### src/common/fepc_pkg.sv
// fepc_pkg: constants and types for the flash clear and page write sequencer
`default_nettype none
package fepc_pkg;
	// core clock rate, 40 ns period
	localparam int CLK_MHZ = 25;

	// command opcodes as they arrive on the serial input
	localparam logic [7:0] OP_WRITE_UNLOCK = 8'h06;
	localparam logic [7:0] OP_SECTOR_CLEAR = 8'h20;
	localparam logic [7:0] OP_BLOCK32_CLEAR = 8'h52;
	localparam logic [7:0] OP_BLOCK64_CLEAR = 8'hd8;
	localparam logic [7:0] OP_ARRAY_CLEAR_A = 8'h60;
	localparam logic [7:0] OP_ARRAY_CLEAR_B = 8'hc7;
	localparam logic [7:0] OP_PAGE_WRITE = 8'h02;

	// frame byte positions: opcode, three address bytes, then data
	localparam logic [2:0] BYTE_OPCODE = 3'h0;
	localparam logic [2:0] BYTE_ADDR_HI = 3'h1;
	localparam logic [2:0] BYTE_ADDR_MID = 3'h2;
	localparam logic [2:0] BYTE_ADDR_LO = 3'h3;
	localparam logic [2:0] BYTE_DATA_FIRST = 3'h4;
	localparam logic [2:0] BYTE_DATA_MORE = 3'h5;
	localparam logic [2:0] BIT_LAST = 3'h7;

	// region sizes given by the lowest address bit that selects them
	localparam int SECTOR_LSB = 12;
	localparam int BLOCK32_LSB = 15;
	localparam int BLOCK64_LSB = 16;
	localparam int PAGE_LSB = 8;
	localparam int PAGE_BYTES = 256;

	// array size and protection granule (64K units)
	localparam logic [24:0] ARRAY_BYTES = 25'h0200000;
	localparam logic [24:0] PROT_UNIT_BYTES = 25'h0010000;

	// values after reset
	localparam logic RESET_LATCH = 1'b0;
	localparam logic [2:0] RESET_BIT_CNT = 3'h0;

	// self-timed cycle lengths in microseconds, and in core cycles
	localparam int SECTOR_CLEAR_TIME_US = 300;
	localparam int BLOCK32_CLEAR_TIME_US = 800;
	localparam int BLOCK64_CLEAR_TIME_US = 1200;
	localparam int ARRAY_CLEAR_TIME_US = 20000;
	localparam int PAGE_WRITE_TIME_US = 500;
	localparam int SECTOR_CLEAR_CYCLES = SECTOR_CLEAR_TIME_US * CLK_MHZ;
	localparam int BLOCK32_CLEAR_CYCLES = BLOCK32_CLEAR_TIME_US * CLK_MHZ;
	localparam int BLOCK64_CLEAR_CYCLES = BLOCK64_CLEAR_TIME_US * CLK_MHZ;
	localparam int ARRAY_CLEAR_CYCLES = ARRAY_CLEAR_TIME_US * CLK_MHZ;
	localparam int PAGE_WRITE_CYCLES = PAGE_WRITE_TIME_US * CLK_MHZ;
	localparam int TIMER_W = 24;

	// kind of array operation handed to the array port
	typedef enum logic [2:0] {
		FEPC_SECTOR = 3'h0,
		FEPC_BLOCK32 = 3'h1,
		FEPC_BLOCK64 = 3'h2,
		FEPC_ARRAY = 3'h3,
		FEPC_PROGRAM = 3'h4
	} fepc_kind_t;

	// one word to the array: clears carry a base address, programs a byte
	typedef struct packed {
		fepc_kind_t kind;
		logic [23:0] addr;
		logic [7:0] data;
	} fepc_op_t;

	// execution sequencer states
	typedef enum logic [3:0] {
		ST_IDLE = 4'h1,
		ST_STREAM = 4'h2,
		ST_WAIT = 4'h4,
		ST_DONE = 4'h8
	} fepc_state_t;
endpackage
`default_nettype wire

### src/rtl/fepc_core.sv
// fepc_core: serial command decode, clear and page write sequencing
`timescale 1ns/1ps
`default_nettype none
// Operation
// sector clear 20 needs latch, clears sector
// sector chosen by address bits 12 upward
// clears need select rise after address byte
// host sends opcode, three address bytes
// sector cycle: busy held, then latch cleared
// protected sector is not cleared
// 32K clear 52 with latch, busy cycle
// protected 32K: array kept, latch cleared
// 64K clear D8 with latch, busy cycle
// protected 64K block is not cleared
// array clear 60 or C7, opcode only
// array clear only with no protection
// array cycle: busy held, then latch cleared
// page write: latch, address, data bytes
// only the last 256 bytes kept
// byte address wraps within the page
// short writes touch only sent bytes
// page write needs select rise on byte
// page cycle: busy held, then latch cleared
// protected page is not written
// host writes each cleared page once
// no latch: command ignored entirely
// 32K from bit 15, 64K from bit 16
module fepc_core import fepc_pkg::*; #(
	parameter int SECTOR_CLEAR_CYC = SECTOR_CLEAR_CYCLES,
	parameter int BLOCK32_CLEAR_CYC = BLOCK32_CLEAR_CYCLES,
	parameter int BLOCK64_CLEAR_CYC = BLOCK64_CLEAR_CYCLES,
	parameter int ARRAY_CLEAR_CYC = ARRAY_CLEAR_CYCLES,
	parameter int PAGE_WRITE_CYC = PAGE_WRITE_CYCLES
) (
	// clock, reset, enable
	input wire logic clk_in,
	input wire logic reset_n_in,
	input wire logic clk_en_in,
	// serial link pins from the host
	input wire logic cs_n_in,
	input wire logic sclk_in,
	input wire logic si_in,
	// protection setting
	input wire logic [4:0] protect_level_bits_in,
	// status flags
	output logic write_latch_flag_out,
	output logic op_in_progress_flag_out,
	// array operation stream
	output fepc_op_t array_op_out,
	output logic array_op_valid_out,
	input wire logic array_op_ready_in
);

	// pin synchronisers: [0] first stage, [1] second, [2] edge history on select and clock only
	logic [2:0] cs_sync_q;
	logic [2:0] sclk_sync_q;
	logic [1:0] si_sync_q;
	// frame shifter state
	logic [2:0] bit_cnt_q;
	logic [2:0] byte_cnt_q;
	logic [6:0] shift_q;
	logic [7:0] opcode_q;
	logic [23:0] addr_q;
	logic [7:0] ptr_q;
	// page buffer and which offsets hold fresh data
	logic [7:0] page_mem [PAGE_BYTES];
	logic [PAGE_BYTES-1:0] mask_q;
	// flags and sequencer
	logic latch_q;
	fepc_state_t state_q;
	fepc_op_t op_q;
	logic [7:0] idx_q;
	logic [TIMER_W-1:0] timer_q;
	// two-entry output buffer
	fepc_op_t fifo_mem [2];
	logic wr_ptr_q;
	logic rd_ptr_q;
	logic [1:0] fifo_cnt_q;

	// derived strobes
	logic cs_low;
	logic cs_fall;
	logic cs_rise;
	logic sclk_rise;
	logic byte_done;
	logic [7:0] new_byte;
	logic idle;
	logic aligned;
	logic push_valid;
	logic fifo_ready;
	logic pop;
	logic advance;

	// decode results at select rise
	logic unlock_go;
	logic start_go;
	logic refuse_clear_latch;
	fepc_kind_t go_kind;
	logic [23:0] go_base;
	logic [TIMER_W-1:0] go_time;

	// true when any byte of [lo,hi] lies in the protected area
	function automatic logic covered(input logic [23:0] lo, input logic [23:0] hi, input logic [4:0] bp);
		logic [24:0] reg_bytes;
		logic [24:0] reg_lo;
		reg_bytes = PROT_UNIT_BYTES << (bp[2:0] - 3'h1);
		reg_lo = (reg_bytes >= ARRAY_BYTES) ? 25'h0 : (ARRAY_BYTES - reg_bytes);
		if (bp[2:0] == 3'h0) begin
			covered = 1'b0;
		end else if (bp[3]) begin
			covered = {1'b0, lo} < reg_bytes; // bottom-anchored area
		end else begin
			covered = {1'b0, hi} >= reg_lo; // top-anchored area
		end
	endfunction

	// low-order mask of a region selected from bit lsb upward
	function automatic logic [23:0] low_mask(input int lsb);
		low_mask = 24'((25'h1 << lsb) - 25'h1);
	endfunction

	assign cs_low = ~cs_sync_q[1];
	assign cs_fall = ~cs_sync_q[1] & cs_sync_q[2];
	assign cs_rise = cs_sync_q[1] & ~cs_sync_q[2];
	assign sclk_rise = sclk_sync_q[1] & ~sclk_sync_q[2];
	assign byte_done = cs_low & sclk_rise & (bit_cnt_q == BIT_LAST);
	assign new_byte = {shift_q, si_sync_q[1]};
	assign idle = (state_q == ST_IDLE);
	// a rise with no partial byte pending
	assign aligned = (bit_cnt_q == RESET_BIT_CNT);

	// synchronise pins; the core clock oversamples the serial clock
	always_ff @(posedge clk_in) begin
		if (!reset_n_in) begin
			cs_sync_q <= 3'h7;
			sclk_sync_q <= 3'h0;
			si_sync_q <= 2'h0;
		end else if (clk_en_in) begin
			cs_sync_q <= {cs_sync_q[1:0], cs_n_in};
			sclk_sync_q <= {sclk_sync_q[1:0], sclk_in};
			si_sync_q <= {si_sync_q[0], si_in};
		end
	end

	// bit and byte counting within a frame, msb first on rising edges
	always_ff @(posedge clk_in) begin
		if (!reset_n_in) begin
			bit_cnt_q <= RESET_BIT_CNT;
			byte_cnt_q <= BYTE_OPCODE;
			shift_q <= 7'h00;
		end else if (clk_en_in) begin
			if (cs_fall) begin
				bit_cnt_q <= RESET_BIT_CNT;
				byte_cnt_q <= BYTE_OPCODE;
			end else if (cs_low && sclk_rise) begin
				shift_q <= new_byte[6:0];
				bit_cnt_q <= bit_cnt_q + 3'h1;
				// saturate: anything past the first data byte looks alike
				if (bit_cnt_q == BIT_LAST && byte_cnt_q != BYTE_DATA_MORE) begin
					byte_cnt_q <= byte_cnt_q + 3'h1;
				end
			end
		end
	end

	// capture opcode and the three address bytes
	always_ff @(posedge clk_in) begin
		if (!reset_n_in) begin
			opcode_q <= 8'h00;
			addr_q <= 24'h000000;
		end else if (clk_en_in && byte_done) begin
			unique case (byte_cnt_q)
				BYTE_OPCODE: opcode_q <= new_byte;
				BYTE_ADDR_HI: addr_q[23:16] <= new_byte;
				BYTE_ADDR_MID: addr_q[15:8] <= new_byte;
				BYTE_ADDR_LO: addr_q[7:0] <= new_byte;
				default: ; // data bytes handled by the page buffer
			endcase
		end
	end

	// page buffer fill; frames during a busy cycle must not disturb it
	always_ff @(posedge clk_in) begin
		if (!reset_n_in) begin
			ptr_q <= 8'h00;
			mask_q <= '0;
		end else if (clk_en_in && idle) begin
			if (cs_fall) begin
				mask_q <= '0;
			end else if (byte_done && byte_cnt_q == BYTE_ADDR_LO) begin
				ptr_q <= new_byte; // start offset within the page
			end else if (byte_done && byte_cnt_q >= BYTE_DATA_FIRST && opcode_q == OP_PAGE_WRITE) begin
				mask_q[ptr_q] <= 1'b1;
				ptr_q <= ptr_q + 8'h01;
			end
		end
	end

	// buffer storage; later bytes overwrite older ones at the same offset
	always_ff @(posedge clk_in) begin
		if (clk_en_in && idle && byte_done && byte_cnt_q >= BYTE_DATA_FIRST && opcode_q == OP_PAGE_WRITE) begin
			page_mem[ptr_q] <= new_byte;
		end
	end

	// command decode at the rise of select
	always_comb begin
		unlock_go = 1'b0;
		start_go = 1'b0;
		refuse_clear_latch = 1'b0;
		go_kind = FEPC_SECTOR;
		go_base = addr_q;
		go_time = TIMER_W'(SECTOR_CLEAR_CYC);
		if (idle && cs_rise && aligned) begin
			unique case (opcode_q)
				OP_WRITE_UNLOCK: begin
					unlock_go = (byte_cnt_q == BYTE_ADDR_HI);
				end
				OP_SECTOR_CLEAR: begin
					go_base = addr_q & ~low_mask(SECTOR_LSB);
					start_go = latch_q && byte_cnt_q == BYTE_DATA_FIRST
						&& !covered(go_base, addr_q | low_mask(SECTOR_LSB), protect_level_bits_in);
				end
				OP_BLOCK32_CLEAR: begin
					go_kind = FEPC_BLOCK32;
					go_base = addr_q & ~low_mask(BLOCK32_LSB);
					go_time = TIMER_W'(BLOCK32_CLEAR_CYC);
					if (latch_q && byte_cnt_q == BYTE_DATA_FIRST) begin
						if (covered(go_base, addr_q | low_mask(BLOCK32_LSB), protect_level_bits_in)) begin
							refuse_clear_latch = 1'b1;
						end else begin
							start_go = 1'b1;
						end
					end
				end
				OP_BLOCK64_CLEAR: begin
					go_kind = FEPC_BLOCK64;
					go_base = addr_q & ~low_mask(BLOCK64_LSB);
					go_time = TIMER_W'(BLOCK64_CLEAR_CYC);
					start_go = latch_q && byte_cnt_q == BYTE_DATA_FIRST
						&& !covered(go_base, addr_q | low_mask(BLOCK64_LSB), protect_level_bits_in);
				end
				OP_ARRAY_CLEAR_A, OP_ARRAY_CLEAR_B: begin
					go_kind = FEPC_ARRAY;
					go_base = 24'h000000;
					go_time = TIMER_W'(ARRAY_CLEAR_CYC);
					start_go = latch_q && byte_cnt_q == BYTE_ADDR_HI
						&& protect_level_bits_in[2:0] == 3'h0;
				end
				OP_PAGE_WRITE: begin
					go_kind = FEPC_PROGRAM;
					go_base = addr_q & ~low_mask(PAGE_LSB);
					go_time = TIMER_W'(PAGE_WRITE_CYC);
					start_go = latch_q && byte_cnt_q >= BYTE_DATA_MORE
						&& !covered(go_base, addr_q | low_mask(PAGE_LSB), protect_level_bits_in);
				end
				default: ; // unknown opcodes are left alone
			endcase
		end
	end

	// write latch: set by unlock, cleared when a cycle ends
	always_ff @(posedge clk_in) begin
		if (!reset_n_in) begin
			latch_q <= RESET_LATCH;
		end else if (clk_en_in) begin
			if (unlock_go) begin
				latch_q <= 1'b1;
			end else if (state_q == ST_DONE || refuse_clear_latch) begin
				latch_q <= 1'b0;
			end
		end
	end

	// stream handshake: clears push one word, page write one per fresh byte
	assign push_valid = (state_q == ST_STREAM) && (op_q.kind != FEPC_PROGRAM || mask_q[idx_q]);
	assign advance = !push_valid || fifo_ready;

	// execution sequencer; busy is every state but idle
	always_ff @(posedge clk_in) begin
		if (!reset_n_in) begin
			state_q <= ST_IDLE;
			op_q <= '0;
			idx_q <= 8'h00;
			timer_q <= '0;
		end else if (clk_en_in) begin
			unique case (state_q)
				ST_IDLE: begin
					if (start_go) begin
						state_q <= ST_STREAM;
						op_q <= '{kind: go_kind, addr: go_base, data: 8'hff};
						idx_q <= 8'h00;
						timer_q <= go_time;
					end
				end
				ST_STREAM: begin
					// receiver stall holds the walk, never drops a byte
					if (advance) begin
						idx_q <= idx_q + 8'h01;
						if (op_q.kind != FEPC_PROGRAM || idx_q == 8'hff) begin
							state_q <= ST_WAIT;
						end
					end
				end
				ST_WAIT: begin
					if (timer_q <= TIMER_W'(1)) begin
						state_q <= ST_DONE;
					end else begin
						timer_q <= timer_q - TIMER_W'(1);
					end
				end
				ST_DONE: begin
					state_q <= ST_IDLE;
				end
			endcase
		end
	end

	// two-entry output buffer
	assign fifo_ready = (fifo_cnt_q != 2'h2);
	assign pop = array_op_valid_out && array_op_ready_in;

	always_ff @(posedge clk_in) begin
		if (!reset_n_in) begin
			wr_ptr_q <= 1'b0;
			rd_ptr_q <= 1'b0;
			fifo_cnt_q <= 2'h0;
		end else if (clk_en_in) begin
			if (push_valid && fifo_ready) begin
				wr_ptr_q <= ~wr_ptr_q;
			end
			if (pop) begin
				rd_ptr_q <= ~rd_ptr_q;
			end
			fifo_cnt_q <= fifo_cnt_q + {1'b0, push_valid && fifo_ready} - {1'b0, pop};
		end
	end

	// buffer words; page bytes carry their in-page offset in the address
	always_ff @(posedge clk_in) begin
		if (clk_en_in && push_valid && fifo_ready) begin
			fifo_mem[wr_ptr_q] <= '{kind: op_q.kind,
				addr: (op_q.kind == FEPC_PROGRAM) ? {op_q.addr[23:8], idx_q} : op_q.addr,
				data: (op_q.kind == FEPC_PROGRAM) ? page_mem[idx_q] : op_q.data};
		end
	end

	// outputs
	assign array_op_valid_out = (fifo_cnt_q != 2'h0);
	assign array_op_out = array_op_valid_out ? fifo_mem[rd_ptr_q] : '0;
	assign write_latch_flag_out = latch_q;
	assign op_in_progress_flag_out = !idle;

endmodule // fepc_core
`default_nettype wire

### config.mk
export PLATFORM = sky130hd
export DESIGN_NAME = fepc_core
export DESIGN_NICKNAME = d
export VERILOG_FILES = /design/src/common/fepc_pkg.sv /design/src/rtl/fepc_core.sv
export SDC_FILE = /design/constraint.sdc
export NUM_CORES = 2
export LEC_CHECK = 0
export CAP_MARGIN = 20
export CORE_ASPECT_RATIO = 1.25
export CORE_MARGIN = 1
export CORE_UTILIZATION = 57
export DETAILED_ROUTE_END_ITERATION = 6
export DONT_BUFFER_PORTS = 1
export HOLD_SLACK_MARGIN = 0.15
export PLACE_DENSITY_LB_ADDON = 0.15
export SYNTH_ARGS = -nofsm -noshare
export SYNTH_HDL_FRONTEND = slang
export SYNTH_SLANG_ARGS = --single-unit
### constraint.sdc
create_clock -name clk_in -period 4.45 [get_ports clk_in]
set_input_delay 0.2225 -clock clk_in [delete_from_list [all_inputs] [get_ports clk_in]]
set_output_delay 0.2225 -clock clk_in [all_outputs]
set_load 0.02 [all_outputs]
* After elaboration in Yosys (flattened, before gate mapping)
Memory sizes are Yosys's and may differ from the RTL's. A register that Yosys moved wholly into a read port is not among the register bits.
Cells that the tools add are included.
** Operators by class
- Add/sub/neg operators :: 9
- Multipliers :: 0
- Divide/modulo/power cells :: 0
- $lt $le $gt $ge :: 15
- Equal/unequal tests :: 27
- Shift-type cells :: 1
- Muxes and demuxes :: 72
- Bitwise logic cells :: 12
- Reductions and logical operators :: 62
** Operators with widths (count)
- 256-bit 2-to-1 mux :: 3
- 256-bit OR :: 1
- 24-bit one-hot mux with 5 select lines :: 1
- 24-bit by 25-bit >= comparator with 1-bit output :: 4
- 24-bit by 25-bit less-than comparator with 1-bit output :: 4
- 19-bit one-hot mux with 4 select lines :: 1
- 24-bit 2-to-1 mux :: 3
- 8-bit 2-to-1 mux :: 8
- 24-bit one-hot mux with 2 select lines :: 1
- 1-bit 2-to-1 mux :: 36
- 35-bit 2-to-1 mux :: 1
- 25-bit by 22-bit >= comparator with 1-bit output, second input constant :: 1
- 1-bit logical AND :: 25
- 25-bit 2-to-1 mux :: 1
- 17-bit by 3-bit left shift with 25-bit output, first input constant :: 1
- 22-bit by 25-bit subtractor with 25-bit output, first input constant :: 1
- 8-bit equality test, second input constant :: 3
- 24-bit by 1-bit less-or-equal comparator with 1-bit output, second input constant :: 1
- 24-bit by 1-bit subtractor with 24-bit output, second input constant :: 1
- 19-bit 2-to-1 mux :: 1
- 8-bit by 9-bit less-than comparator with 1-bit output, second input constant :: 2
- 3-bit 2-to-1 mux :: 6
- 8-bit by 1-bit adder with 8-bit output, second input constant :: 2
- 8-bit by 7-bit equality test with 1-bit output, second input constant :: 2
- 37 further kinds :: 88
** Storage, ports and cells
- Register bits :: 386
- Bits in latches :: 0
- RAM bits :: 2118
- Bits in read-only memories :: 0
- Output and inout bits :: 38
- Logic and storage cells :: 222
- Memories :: 2
** Memories
- page_mem :: words 256, bits a word 8, read ports 1, clocked after memory_dff 1, write ports 1, line fepc_core.sv:66 : logic [7:0] page_mem [PAGE_BYTES];
- fifo_mem :: words 2, bits a word 35, read ports 1, clocked after memory_dff 1, write ports 1, line fepc_core.sv:75 : fepc_op_t fifo_mem [2];

* Longest topological paths before layout
- Depth after elaboration :: 18
- Mapped depth :: 22
- Mapped depth without buffers :: 18

* Worst setup path after synthesis
OpenSTA, ideal clock, no wires.
- Path type :: input to register
- Start point :: in protect_level_bits_in[0]
- End point :: reg with a tool-made name
- Setup time :: 126 ps
- Arrival time :: 4478 ps
- Required time :: 4324 ps
- Setup slack :: -154 ps
- Stages :: 21
- Path buffers :: 3
- Path through :: clkbuf_1 nor2_1 ha_1 clkbuf_1 inv_1 or3_1 ha_1 nor2_1 a21oi_1 o22ai_1 a21oi_1 ha_1 nand4_1 or4_1 a21oi_1 o32ai_1 o31ai_2 a2bb2oi_1 clkbuf_1 a21oi_1 mux2i_1
** RTL lines
- from (decl) :: line fepc_core.sv:44 : input wire logic [4:0] protect_level_bits_in,

* Final worst setup path
- Start point :: reg idx_q[2]
- End point :: mem fifo_mem[1][3] in the netlist's numbering (enable)
** On the way
- Longest elaborated chain between the ends :: 8
** Ends and longest elaborated chain
- from (decl) :: line fepc_core.sv:72 : logic [7:0] idx_q;
- from (signal assigned) :: line fepc_core.sv:299 : idx_q <= idx_q + 8'h01;
- 1-bit binary-select mux with 8-bit select :: line fepc_core.sv:276 : assign push_valid = (state_q == ST_STREAM) && (op_q.kind != FEPC_PROGRAM || mask_q[idx_q]);
- 1-bit 2-to-1 mux (not written as such) :: line fepc_core.sv:276
- 1-bit logical OR :: line fepc_core.sv:276
- 1-bit logical AND :: line fepc_core.sv:276
- 1-bit logical AND (2 in series) :: line fepc_core.sv:341 : if (clk_en_in && push_valid && fifo_ready) begin
- 1-bit 2-to-1 mux :: line fepc_core.sv:341
- 1-bit 2-to-1 mux :: line fepc_core.sv:343 : addr: (op_q.kind == FEPC_PROGRAM) ? {op_q.addr[23:8], idx_q} : op_q.addr,
- to (decl) :: line fepc_core.sv:75
Every way passes these cells. The select of a mux whose other input is x is not followed.

==> results_dict.tcl <==
set metrics [dict create \
    worst-endpoint-arrival_ns 4.42 \
    number_of_setup_violations_in_the_final_report 0 \
    placement_rows 170 \
    power.internal_uw 36270 \
    ir_drop_uv 330.8 \
    p_leak_uw 0.03367 \
    synthArstFlopShare_pct 0 \
    floorplan.initialDensity_pct 57.39 \
    detail_route.wl_per_cell_microns 28.97 \
    die_width_microns 373.8 \
    global_route_wire_length_before_repair_microns 336400 \
    yosysTopAreaCell "edfxtp_1" \
    post_cts_resized 0 \
    firstDrtPassIters 7 \
    gp_congestion 0.8555 \
    top_cells_by_count_synth "edfxtp_1 (2118), mux4_2 (716), nor2_1 (656), dfxtp_1 (387), a21oi_1 (365)" \
    yosys_warnings 0 \
    final-max-slew-violation-count 0 \
    nNetsFinal 5518 \
    clock-skew-final_ns 0.02382 \
    placed_cell_area_sq_um 102000 \
    detailed_route_via_count 50421 \
    syn_area_sq_um 98500 \
    outcome "finished with violations" \
    drt_first_iter_violations 4909 \
    timing.setup.tns_ns 0 \
    critical_path_peak_fanout 60 \
    slew_headroom_pct 2.036 \
    final_period_minus_worst_setup_slack_ns 3.928 \
    share_clk_of_total_power_pct 43.0 \
    final_hold_violation_count 0 \
    pwr-share-comb_pct 1.2 \
    route.final.wire_length_microns 228900 \
    switching_share_pct 19.46 \
    total_clock_buffers_created_by_cts 223 \
    net_switching_power_uw 8763 \
    grt_start_max_net_pins 239 \
    fin_worst_hold_slack_ns 0.2355 \
    critical_path.endpoint_type "flop" \
    postSynthAreaPerCell_sq_um 18.33 \
    total_track_usage_pct 26.40 \
    dieHeight_microns 466.8 \
    dpl.hpwl_microns 140500 \
    core-area_sq_um 171700 \
    multi_input_comb_area_sq_um 25510 \
    antenna_found_initial 2 \
    crit_path_launch_type "flop" \
    ioPinCount 50 \
    min_period_over_period_pct 88.26 \
    share_of_final_layout_standard_cells_stronger_than_drive_strength_1_pct 23.27 \
    synth.yosys.seq_area_share_pct 72.43 \
    worst_skew_pair.late_latency_ns 0.86 \
    synth_nets 5421 \
    yosys-top-cells-area "edfxtp_1 (65%), mux4_2 (16%), dfxtp_1 (7.9%)" \
    number_of_standard_cells_after_synthesis 5375 \
    seq_power_share_pct 55.8 \
    criticalPathCategory "reg2reg" \
    cts_buffer_depth 3 \
    remaining_overflow_grt 0 \
    ys_types 85 \
    portBuffers 0 \
    synth_enable_flop_cells 2118 \
    number_of_antenna_violating_nets_in_the_routed_design 0 \
    cts_max_level 4 \
    final_area_sq_um 109500 \
    grt_pass1_vias 50173 \
    clk_transition_reported_paths_ns 0.07 \
    clockRootBuffer "clkbuf_16" \
    floorplan.die_area_sq_um 174500 \
    grt_setup_unrepaired "false" \
    register_area_sq_um 71410 \
    cts_setup_buffers 0 \
    power-per-cell-area_nw_per_um2 411.2 \
    hold_path.class "in2reg" \
    worst_ep_required_time_ns 4.94 \
    drcViolationCount 9 \
    yosysMostFrequentCell "edfxtp_1" \
    cts_tree "built" \
    timing_worst_slew_pin_value_ns 1.469 \
    max_capacitance_violation_count 0 \
    ys_dominant_reg_cell "edfxtp_1" \
    cts_sinks 2505 \
    violations "DRC" \
    ctsHoldBuffers 13 \
    ys_ff_latch 2505 \
    synth_largest_type_area_fraction_pct 64.57 \
    fmaxAchievable_ghz 0.2546 \
    filler_cell_count 11613 \
    detail_route.vias_per_cell 6.381 \
    area_delta_synth_final_pct 11.18 \
]
metal layers:
layer	part of all wire (%)	vias up	wire length (microns)	track usage, %
li1	-	21656	-	-
met1	40	26571	92270	36.62
met2	50	1836	115400	43.70
met3	6.4	356	14650	3.876
met4	2.9	2	6603	8.274
met5	0.0057	-	13	0
cell usage in the layout, fill, tap and decap left out, drive strengths merged, types with 10 or more instances in the layout:
master and count:
mux2 15, a21oi 367, clkinvlp 16, a211oi 24, and2 25, and3 13
mux2i 88, nand4 11, edfxtp 2118, inv 38, nand3 75, dfxtp 387
dlygate4sd3 12, o21ai 63, clkinv 89, nor2 660, nand2 155, nor3 31
nor2b 36, clkbuf 284, buf 216, nor4 10, ha 34, bufinv 23
mux4 716
logic make-up after synthesis:
family,after synthesis,share of synthesized area (%)
other,1,0.003807
buffers and inverters,389,1.711
DFF,2505,72.43
adders and majority gates,34,0.4319
and+or+nand+nor,1061,4.630
xor gates and xnor gates,7,0.06224
muxes,819,17.44
AOI/OAI and AO/OA,559,3.292
cell type report:
class,count,area share [%]
timing repair buffer,228,2.123
antenna,2,0.004570
inverter,33,0.1131
multi-input combinational,2481,23.30
sequential,2505,65.20
tap,2236,2.555
clock inverter,133,1.155
clock buffer,284,5.552
critical path: stages (launching register included):
cell     delay, ns
dfxtp_2       0.34
buf_12        0.19
nor2b_1       0.67
nand2_1       0.10
nand3_1       0.13
nand3_1       0.13
a41o_1        0.29
o21ai_0       0.64
nand3_1       0.24
nor2_4        0.28
buf_4         0.44
worst paths after layout:
| path | from | to | slack, ns | cells after the start |
|---|---|---|---|---|
| worst max-delay path | idx_q[2] | fifo_mem[1][3] | 0.52 | 10 |
| worst min register to register | op_q[19] | fifo_mem[1][19] | 0.45 | 0 |
| worst min-delay path | protect_level_bits_in[3] | write_latch_flag_out | 0.24 | 7 |
| worst max register to register | idx_q[2] | fifo_mem[1][3] | 0.52 | 10 |
stage by stage:
| step | total power [uW] | std cells | util (%) | setup WS, ns |
|---|---|---|---|---|
| floorplan | 26030 | 5375 | - | 0.05518 |
| global placement | 26170 | 7468 | 59.41 | 0.1498 |
| detailed placement | 26170 | 7468 | 59.41 | 0.09988 |
| CTS | 45280 | 7898 | 63.77 | 0.5681 |
| global route | 46160 | 7901 | 63.80 | 0.2672 |
| finish | 45030 | 7902 | 63.80 | 0.5223 |
flip-flops by register name, indices dropped and copies added, names as in the netlist, 4 cells and up, named ones only:
name / count
idx_q: 8
state_q: 4
shift_q: 7
fifo_mem: 70
ptr_q: 8
timer_q: 24
opcode_q: 8
op_q: 28
page_mem: 2048
mask_q: 256
addr_q: 16
power by group through the flow:
stage / sequential, uW / clock (uW) / combinational (uW)
4_1_cts: 25100 / 19600 / 562
2_1_floorplan: 25600 / 0 / 396
3_3_place_gp: 25600 / 0 / 537
5_1_grt: 25100 / 20400 / 599
3_5_place_dp: 25600 / 0 / 542
6_report: 25100 / 19400 / 555
Power figures use the tool's default switching activity.
